--- config.mk ---
export PLATFORM = sky130hd
export DESIGN_NAME = cios_top
export DESIGN_NICKNAME = d
export VERILOG_FILES = /design/src/hdl/cios_pkg.sv /design/src/hdl/cios_top.sv
export SDC_FILE = /design/constraint.sdc
export NUM_CORES = 1
export LEC_CHECK = 0
export BUFFER_PORTS_ARGS = -buffer_cell sky130_fd_sc_hd__buf_2
export CAP_MARGIN = 20
export CORE_MARGIN = 2
export CORE_UTILIZATION = 50
export DETAILED_ROUTE_END_ITERATION = 12
export HOLD_SLACK_MARGIN = 0.02
export PLACE_DENSITY = 0.74
export RECOVER_POWER = 100
export SYNTH_ARGS = -nofsm -noshare
export SYNTH_HDL_FRONTEND = slang
export SYNTH_SLANG_ARGS = --single-unit
--- constraint.sdc ---
create_clock -name clk -period 7.3 [get_ports clk]
set_input_delay 1.095 -clock clk [delete_from_list [all_inputs] [get_ports clk]]
set_output_delay 1.095 -clock clk [all_outputs]
set_load 0.05 [all_outputs]
--- src/hdl/cios_pkg.sv ---
// package for the control input/output and source select block
// assumes a single 20 MHz clock domain and an AHB-Lite register bus
package cios_pkg;
  // register byte addresses
  localparam logic [11:0] ADDR_MODE = 12'h100;
  localparam logic [11:0] ADDR_LNE_CHAN = 12'h108;
  localparam logic [11:0] ADDR_MUX_CHAN = 12'h110;
  localparam logic [11:0] ADDR_PRESCALE = 12'h120;
  localparam logic [11:0] ADDR_CTRL = 12'h124;
  localparam logic [11:0] ADDR_STATUS = 12'h128;
  // reset values
  localparam logic [31:0] MODE_RST = 32'h00000000;
  localparam logic [4:0] CHAN_RST = 5'h00;
  localparam logic [15:0] PRESCALE_RST = 16'h0000;
  // mode register fields
  localparam int OPM_LSB = 28;
  localparam int OUT_INV_BIT = 23;
  localparam int OUT_MODE_LSB = 20;
  localparam int IN_INV_BIT = 19;
  localparam int IN_MODE_LSB = 16;
  localparam int HS_SRC_BIT = 14;
  localparam int ADD_BIT = 13;
  localparam int SDRAM_BIT = 12;
  localparam int EN_SRC_LSB = 8;
  localparam int LNE_SRC_LSB = 4;
  localparam int FMT_LSB = 2;
  // control register fields
  localparam int CTRL_LED_BIT = 0;
  // operation mode codes
  localparam logic [2:0] OPM_MCS = 3'h2;
  // strobe source codes
  localparam logic [2:0] LSRC_KEY = 3'h0;
  localparam logic [2:0] LSRC_FP = 3'h1;
  localparam logic [2:0] LSRC_PULSER = 3'h2;
  localparam logic [2:0] LSRC_CHAN = 3'h3;
  localparam logic [2:0] LSRC_PRESET = 3'h4;
  // timing
  localparam int CLK_HZ = 20000000;
  localparam int PULSER_HZ = 10000000;
  localparam int PULSER_DIV = CLK_HZ / PULSER_HZ;
endpackage

--- src/hdl/cios_top.sv ---
// control input mapping, control output mapping and source selection
// assumes pins are asynchronous and software reaches registers over AHB-Lite
`timescale 1ns/1ns
// Overview of operation
// - input mode 18:16; codes 0,7 inert
// - input invert flips all four inputs
// - mode 1: strobe, user1, user2, strobe block
// - mode 2: strobe, user1, inhibit, strobe block
// - mode 3: strobe, user1, user2, inhibit all
// - mode 4: each input inhibits eight channels
// - mode 5: strobe, histogram scan start
// - mode 6: strobe, inhibit, clear, user1
// - block only front panel, pulser, channel
// - output mode 21:20; out5 strobe/busy, out8 user
// - output invert except monitor channel
// - modes 0,1: empty/threshold, enabled/50 MHz
// - modes 2,3: 10 MHz train, monitor channel
// - user output follows LED bit
// - bit 14 picks key or external scan start
// - FIFO only when bits 13,12 zero
// - add mode with MCS gives histogramming
// - enable source: front panel or channel
// - front panel active in modes 1,2,3,5,6
// - strobe source select, five codes
// - nonzero prescale divides external strobes
// - data format field selects word width
// - selected channel is one of 32 inputs
module cios_top (
  input wire logic clk,
  input wire logic arst_n,
  input wire logic hsel,
  input wire logic [31:0] haddr,
  input wire logic [1:0] htrans,
  input wire logic hwrite,
  input wire logic [2:0] hsize,
  input wire logic [31:0] hwdata,
  input wire logic hready,
  output logic [31:0] hrdata,
  output logic hreadyout,
  output logic hresp,
  input wire logic [3:0] ctrlInPin,
  input wire logic [31:0] chanPin,
  input wire logic keyStrobe,
  input wire logic presetStrobe,
  input wire logic keyScanStart,
  input wire logic countInProgress,
  input wire logic memEmpty,
  input wire logic memThreshold,
  input wire logic clk50,
  output logic [3:0] ctrlOutPin,
  output logic loadNextEvent,
  output logic enableOut,
  output logic [31:0] inhibitChan,
  output logic clearAll,
  output logic [1:0] userBits,
  output logic scanStart,
  output logic fifoMode,
  output logic histogramMode,
  output logic [1:0] dataFormat
);
  logic rstMeta_r, rstSync_r, rstn;
  logic [31:0] modeReg_r;
  logic [4:0] lneChan_r, muxChan_r;
  logic [15:0] prescale_r, preCnt_r;
  logic ledBit_r;
  logic [3:0] inMeta_r, inSync_r, inPrev_r;
  logic [31:0] chMeta_r, chSync_r;
  logic chPrev_r;
  logic c50Meta_r, c50Sync_r;
  logic pulseCnt_r;
  logic pulserTick;
  logic [3:0] inVal, inRise;
  logic [2:0] inMode, lneSrc, opMode;
  logic [1:0] outMode, enSrc;
  logic fpActive, fpStrobe, fpBlock, chanRise, chanLevel;
  logic extStrobe, extPassed, strobeNxt;
  logic inhAll, scanNxt;
  logic [3:0] outRaw;
  logic monitorSel;
  logic addrPh_r, wrPh_r;
  logic [11:0] addrLat_r;

  // reset release through two flops
  always_ff @(posedge clk or negedge arst_n) begin
    if (!arst_n) begin
      rstMeta_r <= 1'b0;
      rstSync_r <= 1'b0;
    end else begin
      rstMeta_r <= 1'b1;
      rstSync_r <= rstMeta_r;
    end
  end
  assign rstn = rstSync_r;

  // two-flop synchronisers for all pins
  always_ff @(posedge clk or negedge rstn) begin
    if (!rstn) begin
      inMeta_r <= 4'h0;
      inSync_r <= 4'h0;
      chMeta_r <= 32'h00000000;
      chSync_r <= 32'h00000000;
      c50Meta_r <= 1'b0;
      c50Sync_r <= 1'b0;
    end else begin
      inMeta_r <= ctrlInPin;
      inSync_r <= inMeta_r;
      chMeta_r <= chanPin;
      chSync_r <= chMeta_r;
      c50Meta_r <= clk50;
      c50Sync_r <= c50Meta_r;
    end
  end

  // field decode
  assign inMode = modeReg_r[cios_pkg::IN_MODE_LSB +: 3];
  assign outMode = modeReg_r[cios_pkg::OUT_MODE_LSB +: 2];
  assign lneSrc = modeReg_r[cios_pkg::LNE_SRC_LSB +: 3];
  assign enSrc = modeReg_r[cios_pkg::EN_SRC_LSB +: 2];
  assign opMode = modeReg_r[cios_pkg::OPM_LSB +: 3];
  assign dataFormat = modeReg_r[cios_pkg::FMT_LSB +: 2];

  // optional inversion before interpretation
  assign inVal = inSync_r ^ {4{modeReg_r[cios_pkg::IN_INV_BIT]}};

  // edge history of inverted inputs and selected channel
  always_ff @(posedge clk or negedge rstn) begin
    if (!rstn) begin
      inPrev_r <= 4'h0;
      chPrev_r <= 1'b0;
    end else begin
      inPrev_r <= inVal;
      chPrev_r <= chanLevel;
    end
  end
  assign inRise = inVal & ~inPrev_r;
  assign chanLevel = chSync_r[lneChan_r];
  assign chanRise = chanLevel & ~chPrev_r;

  // input function mapping per mode
  always_comb begin
    fpActive = 1'b0;
    fpBlock = 1'b0;
    inhAll = 1'b0;
    inhibitChan = 32'h00000000;
    clearAll = 1'b0;
    userBits = 2'b00;
    scanNxt = 1'b0;
    case (inMode)
      3'h1: begin
        fpActive = 1'b1;
        userBits = inVal[2:1];
        fpBlock = inVal[3];
      end
      3'h2: begin
        fpActive = 1'b1;
        userBits = {1'b0, inVal[1]};
        inhAll = inVal[2];
        fpBlock = inVal[3];
      end
      3'h3: begin
        fpActive = 1'b1;
        userBits = inVal[2:1];
        inhAll = inVal[3];
      end
      3'h4: begin
        inhibitChan = {{8{inVal[3]}}, {8{inVal[2]}}, {8{inVal[1]}}, {8{inVal[0]}}};
      end
      3'h5: begin
        fpActive = 1'b1;
        scanNxt = inRise[1];
      end
      3'h6: begin
        fpActive = 1'b1;
        inhAll = inVal[1];
        clearAll = inVal[2];
        userBits = {1'b0, inVal[3]};
      end
      default: begin
        fpActive = 1'b0;
      end
    endcase
    if (inhAll) begin
      inhibitChan = 32'hFFFFFFFF;
    end
  end
  assign fpStrobe = fpActive & inRise[0];

  // histogram start: software key or external pulse in mode 5 only
  always_comb begin
    if (modeReg_r[cios_pkg::HS_SRC_BIT]) begin
      scanStart = scanNxt;
    end else begin
      scanStart = keyScanStart;
    end
  end

  // memory mode decode
  assign fifoMode = ~modeReg_r[cios_pkg::ADD_BIT] & ~modeReg_r[cios_pkg::SDRAM_BIT];
  assign histogramMode = modeReg_r[cios_pkg::ADD_BIT] & (opMode == cios_pkg::OPM_MCS);

  // internal 10 MHz pulser enable
  always_ff @(posedge clk or negedge rstn) begin
    if (!rstn) begin
      pulseCnt_r <= 1'b0;
    end else begin
      pulseCnt_r <= (pulseCnt_r == 1'(cios_pkg::PULSER_DIV - 1)) ? 1'b0 : pulseCnt_r + 1'b1;
    end
  end
  assign pulserTick = (pulseCnt_r == 1'b0);

  // external strobe source, subject to block input
  always_comb begin
    case (lneSrc)
      cios_pkg::LSRC_FP: extStrobe = fpStrobe;
      cios_pkg::LSRC_PULSER: extStrobe = pulserTick;
      cios_pkg::LSRC_CHAN: extStrobe = chanRise;
      default: extStrobe = 1'b0;
    endcase
  end

  // prescaler passes every (n+1)th external strobe
  always_ff @(posedge clk or negedge rstn) begin
    if (!rstn) begin
      preCnt_r <= 16'h0000;
    end else if (extStrobe && !fpBlock && prescale_r != 16'h0000) begin
      preCnt_r <= (preCnt_r >= prescale_r) ? 16'h0000 : preCnt_r + 16'h0001;
    end
  end
  assign extPassed = extStrobe & ~fpBlock & ((prescale_r == 16'h0000) || (preCnt_r >= prescale_r));

  // final strobe; key and preset bypass block and prescaler
  always_comb begin
    case (lneSrc)
      cios_pkg::LSRC_KEY: strobeNxt = keyStrobe;
      cios_pkg::LSRC_FP, cios_pkg::LSRC_PULSER, cios_pkg::LSRC_CHAN: strobeNxt = extPassed | keyStrobe;
      cios_pkg::LSRC_PRESET: strobeNxt = keyStrobe | (presetStrobe && opMode == cios_pkg::OPM_MCS);
      default: strobeNxt = 1'b0;
    endcase
  end

  // registered strobe and enable
  always_ff @(posedge clk or negedge rstn) begin
    if (!rstn) begin
      loadNextEvent <= 1'b0;
      enableOut <= 1'b0;
    end else begin
      loadNextEvent <= strobeNxt;
      case (enSrc)
        2'h0: enableOut <= fpActive & inVal[0];
        2'h1: enableOut <= chanLevel;
        default: enableOut <= 1'b0;
      endcase
    end
  end

  // control outputs 5 to 8
  always_comb begin
    outRaw[0] = (opMode == cios_pkg::OPM_MCS) ? countInProgress : loadNextEvent;
    outRaw[3] = ledBit_r;
    monitorSel = 1'b0;
    case (outMode)
      2'h0: begin
        outRaw[1] = memEmpty;
        outRaw[2] = memThreshold;
      end
      2'h1: begin
        outRaw[1] = enableOut;
        outRaw[2] = c50Sync_r;
      end
      2'h2: begin
        outRaw[1] = pulserTick;
        outRaw[2] = pulserTick;
      end
      default: begin
        outRaw[1] = pulserTick;
        outRaw[2] = chSync_r[muxChan_r];
        monitorSel = 1'b1;
      end
    endcase
  end

  // registered output pins with inversion
  always_ff @(posedge clk or negedge rstn) begin
    if (!rstn) begin
      ctrlOutPin <= 4'h0;
    end else begin
      ctrlOutPin[0] <= outRaw[0] ^ modeReg_r[cios_pkg::OUT_INV_BIT];
      ctrlOutPin[1] <= outRaw[1] ^ modeReg_r[cios_pkg::OUT_INV_BIT];
      ctrlOutPin[2] <= outRaw[2] ^ (modeReg_r[cios_pkg::OUT_INV_BIT] & ~monitorSel);
      ctrlOutPin[3] <= outRaw[3] ^ modeReg_r[cios_pkg::OUT_INV_BIT];
    end
  end

  // AHB-Lite address phase capture, zero wait state
  always_ff @(posedge clk or negedge rstn) begin
    if (!rstn) begin
      addrPh_r <= 1'b0;
      wrPh_r <= 1'b0;
      addrLat_r <= 12'h000;
    end else if (hready) begin
      addrPh_r <= hsel & htrans[1];
      wrPh_r <= hsel & htrans[1] & hwrite;
      addrLat_r <= haddr[11:0];
    end
  end
  assign hreadyout = 1'b1;
  assign hresp = 1'b0;

  // register writes
  always_ff @(posedge clk or negedge rstn) begin
    if (!rstn) begin
      modeReg_r <= cios_pkg::MODE_RST;
      lneChan_r <= cios_pkg::CHAN_RST;
      muxChan_r <= cios_pkg::CHAN_RST;
      prescale_r <= cios_pkg::PRESCALE_RST;
      ledBit_r <= 1'b0;
    end else if (wrPh_r) begin
      case (addrLat_r)
        cios_pkg::ADDR_MODE: modeReg_r <= hwdata;
        cios_pkg::ADDR_LNE_CHAN: lneChan_r <= hwdata[4:0];
        cios_pkg::ADDR_MUX_CHAN: muxChan_r <= hwdata[4:0];
        cios_pkg::ADDR_PRESCALE: prescale_r <= hwdata[15:0];
        cios_pkg::ADDR_CTRL: ledBit_r <= hwdata[cios_pkg::CTRL_LED_BIT];
        default: ;
      endcase
    end
  end

  // read data registered at the address phase
  always_ff @(posedge clk or negedge rstn) begin
    if (!rstn) begin
      hrdata <= 32'h00000000;
    end else if (hready && hsel && htrans[1] && !hwrite) begin
      case (haddr[11:0])
        cios_pkg::ADDR_MODE: hrdata <= modeReg_r;
        cios_pkg::ADDR_LNE_CHAN: hrdata <= {27'h0000000, lneChan_r};
        cios_pkg::ADDR_MUX_CHAN: hrdata <= {27'h0000000, muxChan_r};
        cios_pkg::ADDR_PRESCALE: hrdata <= {16'h0000, prescale_r};
        cios_pkg::ADDR_CTRL: hrdata <= {31'h00000000, ledBit_r};
        cios_pkg::ADDR_STATUS: hrdata <= {24'h000000, fifoMode, histogramMode, enableOut, inVal, 1'b0};
        default: hrdata <= 32'h00000000;
      endcase
    end
  end

  // strobe never issued for a reserved source code
  a_reserved_src: assert property (@(posedge clk) disable iff (!rstn)
    (lneSrc > cios_pkg::LSRC_PRESET) |=> !loadNextEvent) else $error("strobe on reserved source");
  // mode 4 grouped inhibit
  a_group_inhibit: assert property (@(posedge clk) disable iff (!rstn)
    (inMode == 3'h4) |-> inhibitChan[7:0] == {8{inVal[0]}} && inhibitChan[31:24] == {8{inVal[3]}})
    else $error("group inhibit wrong");
  // inert modes
  a_inert_mode: assert property (@(posedge clk) disable iff (!rstn)
    (inMode == 3'h0 || inMode == 3'h7) |-> inhibitChan == 32'h0 && !clearAll && userBits == 2'b00)
    else $error("inert mode acts");
  // memory mode
  a_fifo_mode: assert property (@(posedge clk) disable iff (!rstn)
    fifoMode == ({modeReg_r[cios_pkg::ADD_BIT], modeReg_r[cios_pkg::SDRAM_BIT]} == 2'b00))
    else $error("fifo mode wrong");
  // blocked front panel strobe
  a_strobe_block: assert property (@(posedge clk) disable iff (!rstn)
    (lneSrc == cios_pkg::LSRC_FP && fpBlock && !keyStrobe) |=> !loadNextEvent)
    else $error("blocked strobe passed");
  // user output tracks led bit
  a_user_out: assert property (@(posedge clk) disable iff (!rstn)
    ##1 ctrlOutPin[3] == ($past(ledBit_r) ^ $past(modeReg_r[cios_pkg::OUT_INV_BIT])))
    else $error("user output wrong");
  // monitor channel never inverted
  a_monitor_raw: assert property (@(posedge clk) disable iff (!rstn)
    (outMode == 2'h3) |=> ctrlOutPin[2] == $past(chSync_r[muxChan_r])) else $error("monitor inverted");
  // external scan start needs mode 5
  a_scan_mode5: assert property (@(posedge clk) disable iff (!rstn)
    (modeReg_r[cios_pkg::HS_SRC_BIT] && inMode != 3'h5) |-> !scanStart)
    else $error("scan start outside mode 5");
  // key strobe passes for source codes 0 to 4 (key through preset)
  a_key_bypass: assert property (@(posedge clk) disable iff (!rstn)
    (keyStrobe && lneSrc <= cios_pkg::LSRC_PRESET) |=> loadNextEvent) else $error("key strobe lost");
endmodule // cios_top

* Yosys cells after proc, flatten, opt, wreduce, memory -nomap -nowiden
Cells that the tools add are included.
Widths: inputs -> output; s select.
** Storage, ports and cells
- Flip-flop bits (word level) :: 206
- Output and inout bits :: 80
- Bits of input ports :: 117
- Word-level logic and storage cells :: 122
** Cells by class
- Equality and inequality tests :: 25
- Order comparisons :: 3
- Muxes and demuxes :: 21
- Add/subtract/negate cells :: 2
- Bitwise gates (word level) :: 24
- Reduce and logical (&&, ||, !) cells :: 24
** Operators with widths (number)
- $pmux 32 s6 :: 1
- $eq 12x9->1 const B :: 11
- $mux 32 :: 2
- $add 16x1->16 const B :: 1
- $ge 16x16->1 :: 1
- $logic_not 16->1 :: 1
- $mux 16 :: 1
- $reduce_bool 16->1 :: 1
- $eq 3x2->1 const B :: 5
- $eq 3x3->1 const B :: 4
- $lt 5x6->1 const B :: 2
- $pmux 2 s3 :: 2
- $and 1x1->1 :: 10
- $bmux 1 s5 :: 2
- $reduce_and 2->1 :: 5
- $mux 1 :: 9
- $pmux 1 s3 :: 3
- $eq 3x1->1 const B :: 2
- $logic_and 1x1->1 :: 6
- $reduce_or 3->1 :: 2
- $not 1->1 :: 5
- $reduce_or 5->1 :: 1
- $eq 2x1->1 const B :: 2
- $logic_not 2->1 :: 2
- other kinds (12) :: 18

* Depth between registers and ports, before layout
- Word-level depth :: 9
- Gate-level depth with buffers :: 11

* Least setup slack after synthesis
Ideal clock, no wire load.
- Path type :: reg2out
- Start point :: register modeReg_r[18]
- End point :: output port inhibitChan[1]
- Setup slack :: 3260 ps
- Arrival :: 2945 ps
- Path buffers :: 2
- Cell stages (with the launch flop) :: 5
- Cells stage by stage :: dfrtp_1 > clkbuf_1 > or3b_2 > o21ai_0 > buf_4
** On the way
- Cells in the longest elaborated chain, start to end :: 3
- Elaborated cells between the ends (all ways) :: 7
** RTL lines
- from (decl) :: line cios_top.sv:62 : logic [31:0] modeReg_r;
- from (signal assigned) :: line cios_top.sv:312 : modeReg_r <= cios_pkg::MODE_RST;
- from (signal assigned) :: line cios_top.sv:319 : cios_pkg::ADDR_MODE: modeReg_r <= hwdata;
- $eq 3x3->1 / $eq 3x2->1 (equally long branches) :: line cios_top.sv:148 : case (inMode)
- $pmux 1 s3 / $mux 32 (equally long branches) :: line cios_top.sv:148
- $mux 32 * :: line cios_top.sv:182 : if (inhAll) begin
- to (decl) :: line cios_top.sv:53 : output logic [31:0] inhibitChan,
Every way passes the cells marked *; elsewhere a longest branch is shown, timed or not.

* Final worst setup path
- Start point :: register lneChan_r[1]
- End point :: register preCnt_r[0]
** On the way
- Cells in the longest elaborated chain, start to end :: 6
** RTL lines
- from (decl) :: line cios_top.sv:63 : logic [4:0] lneChan_r, muxChan_r;
- from (signal assigned) :: line cios_top.sv:313 : lneChan_r <= cios_pkg::CHAN_RST;
- from (signal assigned) :: line cios_top.sv:320 : cios_pkg::ADDR_LNE_CHAN: lneChan_r <= hwdata[4:0];
- $bmux 1 s5 :: line cios_top.sv:136 : assign chanLevel = chSync_r[lneChan_r];
- $mux 1 (implied by the code) :: line cios_top.sv:136
- $and 1x1->1 :: line cios_top.sv:137 : assign chanRise = chanLevel & ~chPrev_r;
- $pmux 1 s3 :: line cios_top.sv:213 : case (lneSrc)
- $logic_and 1x1->1 (2 in a row) :: line cios_top.sv:225 : end else if (extStrobe && !fpBlock && prescale_r != 16'h0000) begin
- to (signal assigned) :: line cios_top.sv:226 : preCnt_r <= (preCnt_r >= prescale_r) ? 16'h0000 : preCnt_r + 16'h0001;
- to (decl) :: line cios_top.sv:64 : logic [15:0] prescale_r, preCnt_r;
No other way between the ends. The select of a mux whose other input is x is not followed.
A chain may end at the register's enable or synchronous reset.

==> flow_metrics.py <==
metrics = {
    "worst_setup_path": {
        "critPathCaptureType": "register",
        "cp_data_required_time_ps": 7680,
        "r2r.worst_path.cells": 7,
        "worstPathArrival_ps": 5270,
        "r2r_setup_slack_ps": 2410,
        "start_kind": "register",
        "critPathKind": "register to register",
        "timing.rr.end": "preCnt_r[0]",
        "r2r_start": "lneChan_r[1]",
        "cp_max_fo": 19,
    },
    "clock_network": {
        "cts_tree": "built",
        "cts_resized": 0,
        "cts_max_level": 1,
        "numCtsBuffers": 22,
        "clock_sinks": 206,
        "insertion_delay_ps": 490,
        "clockBufferDepth": 3,
        "path_clk_slew_ps": 60,
        "ctsHoldBuffers": 0,
        "clock-root-buffer": "clkbuf_16",
        "cts_setup_buffers": 0,
    },
    "hold_path": {
        "whs_path_depth": 0,
        "hold_class": "register to register",
        "holdPathEnd": "chSync_r[6]",
        "min_from": "chMeta_r[6]",
    },
    "yosys": {
        "synth_top_family_by_area": "multiplexers",
        "muxShareOfSynthArea_pct": 12.8,
        "synthXorXnorAreaFrac_pct": 0.881,
        "ys_top_cells_by_area": "dfrtp_1 (58%), mux2_2 (7.3%), mux4_2 (3.5%)",
        "syn_inst": 750,
        "synthSimpleGateAreaFrac_pct": 9.77,
        "yosysWarningCount": 0,
        "async_reset_ff_share_pct": 100,
        "yosysTopAreaCell": "dfrtp_1",
        "synth_cell_types": 55,
        "synth_top_area_share_pct": 57.6,
        "syn_area_per_cell_um2": 11.9,
        "synth_compound_area_share_pct": 10.6,
        "seq_area_frac_synth_pct": 57.6,
        "synth_seq_cells": 206,
        "synth_adder_area_share_pct": 2.38,
        "syn_area_um2": 8950,
        "synth_flop_cell": "dfrtp_1",
        "synth_edf_count": 0,
    },
    "sta": {
        "setup_tns_ps": 0,
        "finalCritPeriodShare_pct": 67.0,
        "setup_viol_count_final": 0,
        "skew_ps": 9.31,
        "rsz0062_at_grt": "false",
        "fmax_ghz": 0.204,
        "worst_slew_pin_slew_ps": 3490,
        "slew_viol_final": 178,
        "fin_crit_ps": 4890,
        "relSlewSlack_pct": -132,
        "finalHoldViolations": 0,
    },
    "placed_design": {
        "port_buffers": 170,
        "dp.cells": 1085,
        "hpwl_um": 13500,
        "place.gp.congestion": 0.800,
        "placed_area_um2": 9750,
    },
    "layout": {
        "antenna_cells": 0,
        "fin_area_um2": 10300,
        "final_cells": 1123,
        "finish.utilization_pct": 59.3,
        "layout-drive-gt1-share_pct": 22.3,
        "areaGrowthSynthToFinish_pct": 15.4,
        "fin_nets": 1019,
    },
    "route": {
        "wl_um": 19400,
        "drcViolationCount": 0,
        "wl_per_cell_um": 17.3,
        "drt_first_iter_violations": 330,
        "via_per_inst": 5.47,
        "first_pass_iters": 5,
        "vias": 6145,
        "ant_nets": 0,
    },
    "die": {
        "die_h_um": 138,
        "fp.coreArea_um2": 17400,
        "start_util_pct": 51.4,
        "ioPinCount": 197,
        "die_w_um": 138,
        "num_rows": 48,
        "dieArea_um2": 19000,
    },
    "power": {
        "peakVddDrop_uv": 195,
        "p_total_mw": 2.69,
        "p_per_area_nw_per_um2": 261,
        "p_leak_nw": 4.63,
    },
    "global_routing": {
        "antenna_found_initial": 1,
        "grt_start_max_net_pins": 88,
        "grt.total_usage_pct": 20.5,
        "grt_pass1_wl_um": 30500,
        "grt-ovfl-total": 0,
        "grt_pass1_vias": 5926,
    },
    "run": {
        "maxCapViolations": 4,
    },
    "outcome": {
        "status": "finished with violations",
        "violations": "capacitance limit, slew limit",
    },
}
==> flip-flops by register name (all words and copies together), names as in the netlist, 2 cells and up <==
signal,flops
hrdata,32
inSync_r,4
chSync_r,32
chMeta_r,32
ctrlOutPin,4
lneChan_r,5
modeReg_r,32
addrLat_r,12
muxChan_r,5
preCnt_r,16
prescale_r,16
inPrev_r,2
inMeta_r,4
==> cell usage in the layout, fill, tap and decap left out, types with 3 or more instances in the layout <==
| cell | instances |
|---|---|
| a31oi_1 | 3 |
| nand3_1 | 11 |
| inv_1 | 34 |
| ha_1 | 17 |
| nor2_1 | 33 |
| a221oi_1 | 4 |
| a22oi_1 | 9 |
| buf_2 | 88 |
| clkbuf_16 | 23 |
| nand3b_1 | 3 |
| a22o_1 | 11 |
| mux4_2 | 14 |
| a21oi_1 | 14 |
| nor4_1 | 7 |
| nor3_1 | 3 |
| mux2_2 | 58 |
| and3_1 | 8 |
| nor3b_1 | 4 |
| nand4_1 | 7 |
| o21ai_0 | 62 |
| nand2_1 | 79 |
| o22ai_1 | 5 |
| clkbuf_8 | 4 |
| nor2b_1 | 6 |
| nor4b_1 | 3 |
| a211o_1 | 10 |
| a211oi_1 | 9 |
| a21o_1 | 3 |
| xnor2_1 | 6 |
| xor2_1 | 3 |
| clkbuf_1 | 91 |
| dfrtp_1 | 206 |
| conb_1 | 3 |
| mux2i_1 | 18 |
==> final cells by class <==
class / count / area [µm²]
sequential: 206 / 5150
tap: 225 / 282
clock buffer: 31 / 646
multi-input combinational: 444 / 3250
fill: 1458 / 7080
inverter: 34 / 128
clock inverter: 6 / 87.6
timing repair buffer: 177 / 782
==> where the power goes <==
| group | leakage [nW] | switching, mW | internal, mW |
|---|---|---|---|
| clock network | 0.362 | 0.438 | 0.686 |
| registers | 2.46 | 0.0614 | 1.20 |
| logic | 1.81 | 0.203 | 0.102 |
| total | 4.63 | 0.702 | 1.99 |
==> synth_stat cells, drive strengths merged, types with 11 or more instances <==
cell type  number
nand3          11
dfrtp         206
inv            34
ha             17
clkbuf         25
mux2           58
buf            42
mux2i          18
nand2          79
a21oi          14
nor2           33
o21ai          64
mux4           14
a22o           11
==> kinds of logic after synthesis <==
| group | after synthesis |
|---|---|
| simple gates | 180 |
| flops | 206 |
| mux | 90 |
| compound gates | 145 |
| buf+inv | 101 |
| other cells | 2 |
| xor+xnor | 9 |
| fa+ha+maj | 17 |
==> how the worst max path moves through the flow <==
| stage | start | end | slack [ps] | cells past startpoint |
|---|---|---|---|---|
| finish | lneChan_r[1] | preCnt_r[0] | 2410 | 7 |
| global route | rstSync_r | hrdata[16] | 1980 | 1 |
| CTS | modeReg_r[19] | inhibitChan[0] | 3500 | 6 |
| detailed placement | prescale_r[3] | preCnt_r[0] | 3770 | 8 |
| global placement | haddr[1] | hrdata[7] | 3640 | 8 |
| floorplan | rstSync_r | addrLat_r[0] | 1130 | 0 |
==> metrics by stage <==
step                setup WS [ps]  hold WS [ps]
finish                       2410           339
global route                 1980           348
CTS                          3500           343
detailed placement           3770           335
global placement             3640           334
floorplan                    1130           331
==> layer usage <==
layer | GRT usage, % | vias up | wire length [µm]
met2 | 33.6 | 225 | 9150
met5 | 0 | - | 13
met3 | 3.90 | 36 | 1420
li1 | - | 2895 | -
met4 | 6.24 | 2 | 490
met1 | 28.1 | 2987 | 8320
==> critical path, stage by stage, from the launching register on <==
cell and delay (ps):
dfrtp_1 850, mux4_2 590, a2bb2oi_1 150, a22oi_2 210, a31oi_1 180, a211oi_1 1650, nor3b_1 650, mux2_2 490
Power figures use the tool's default switching activity.
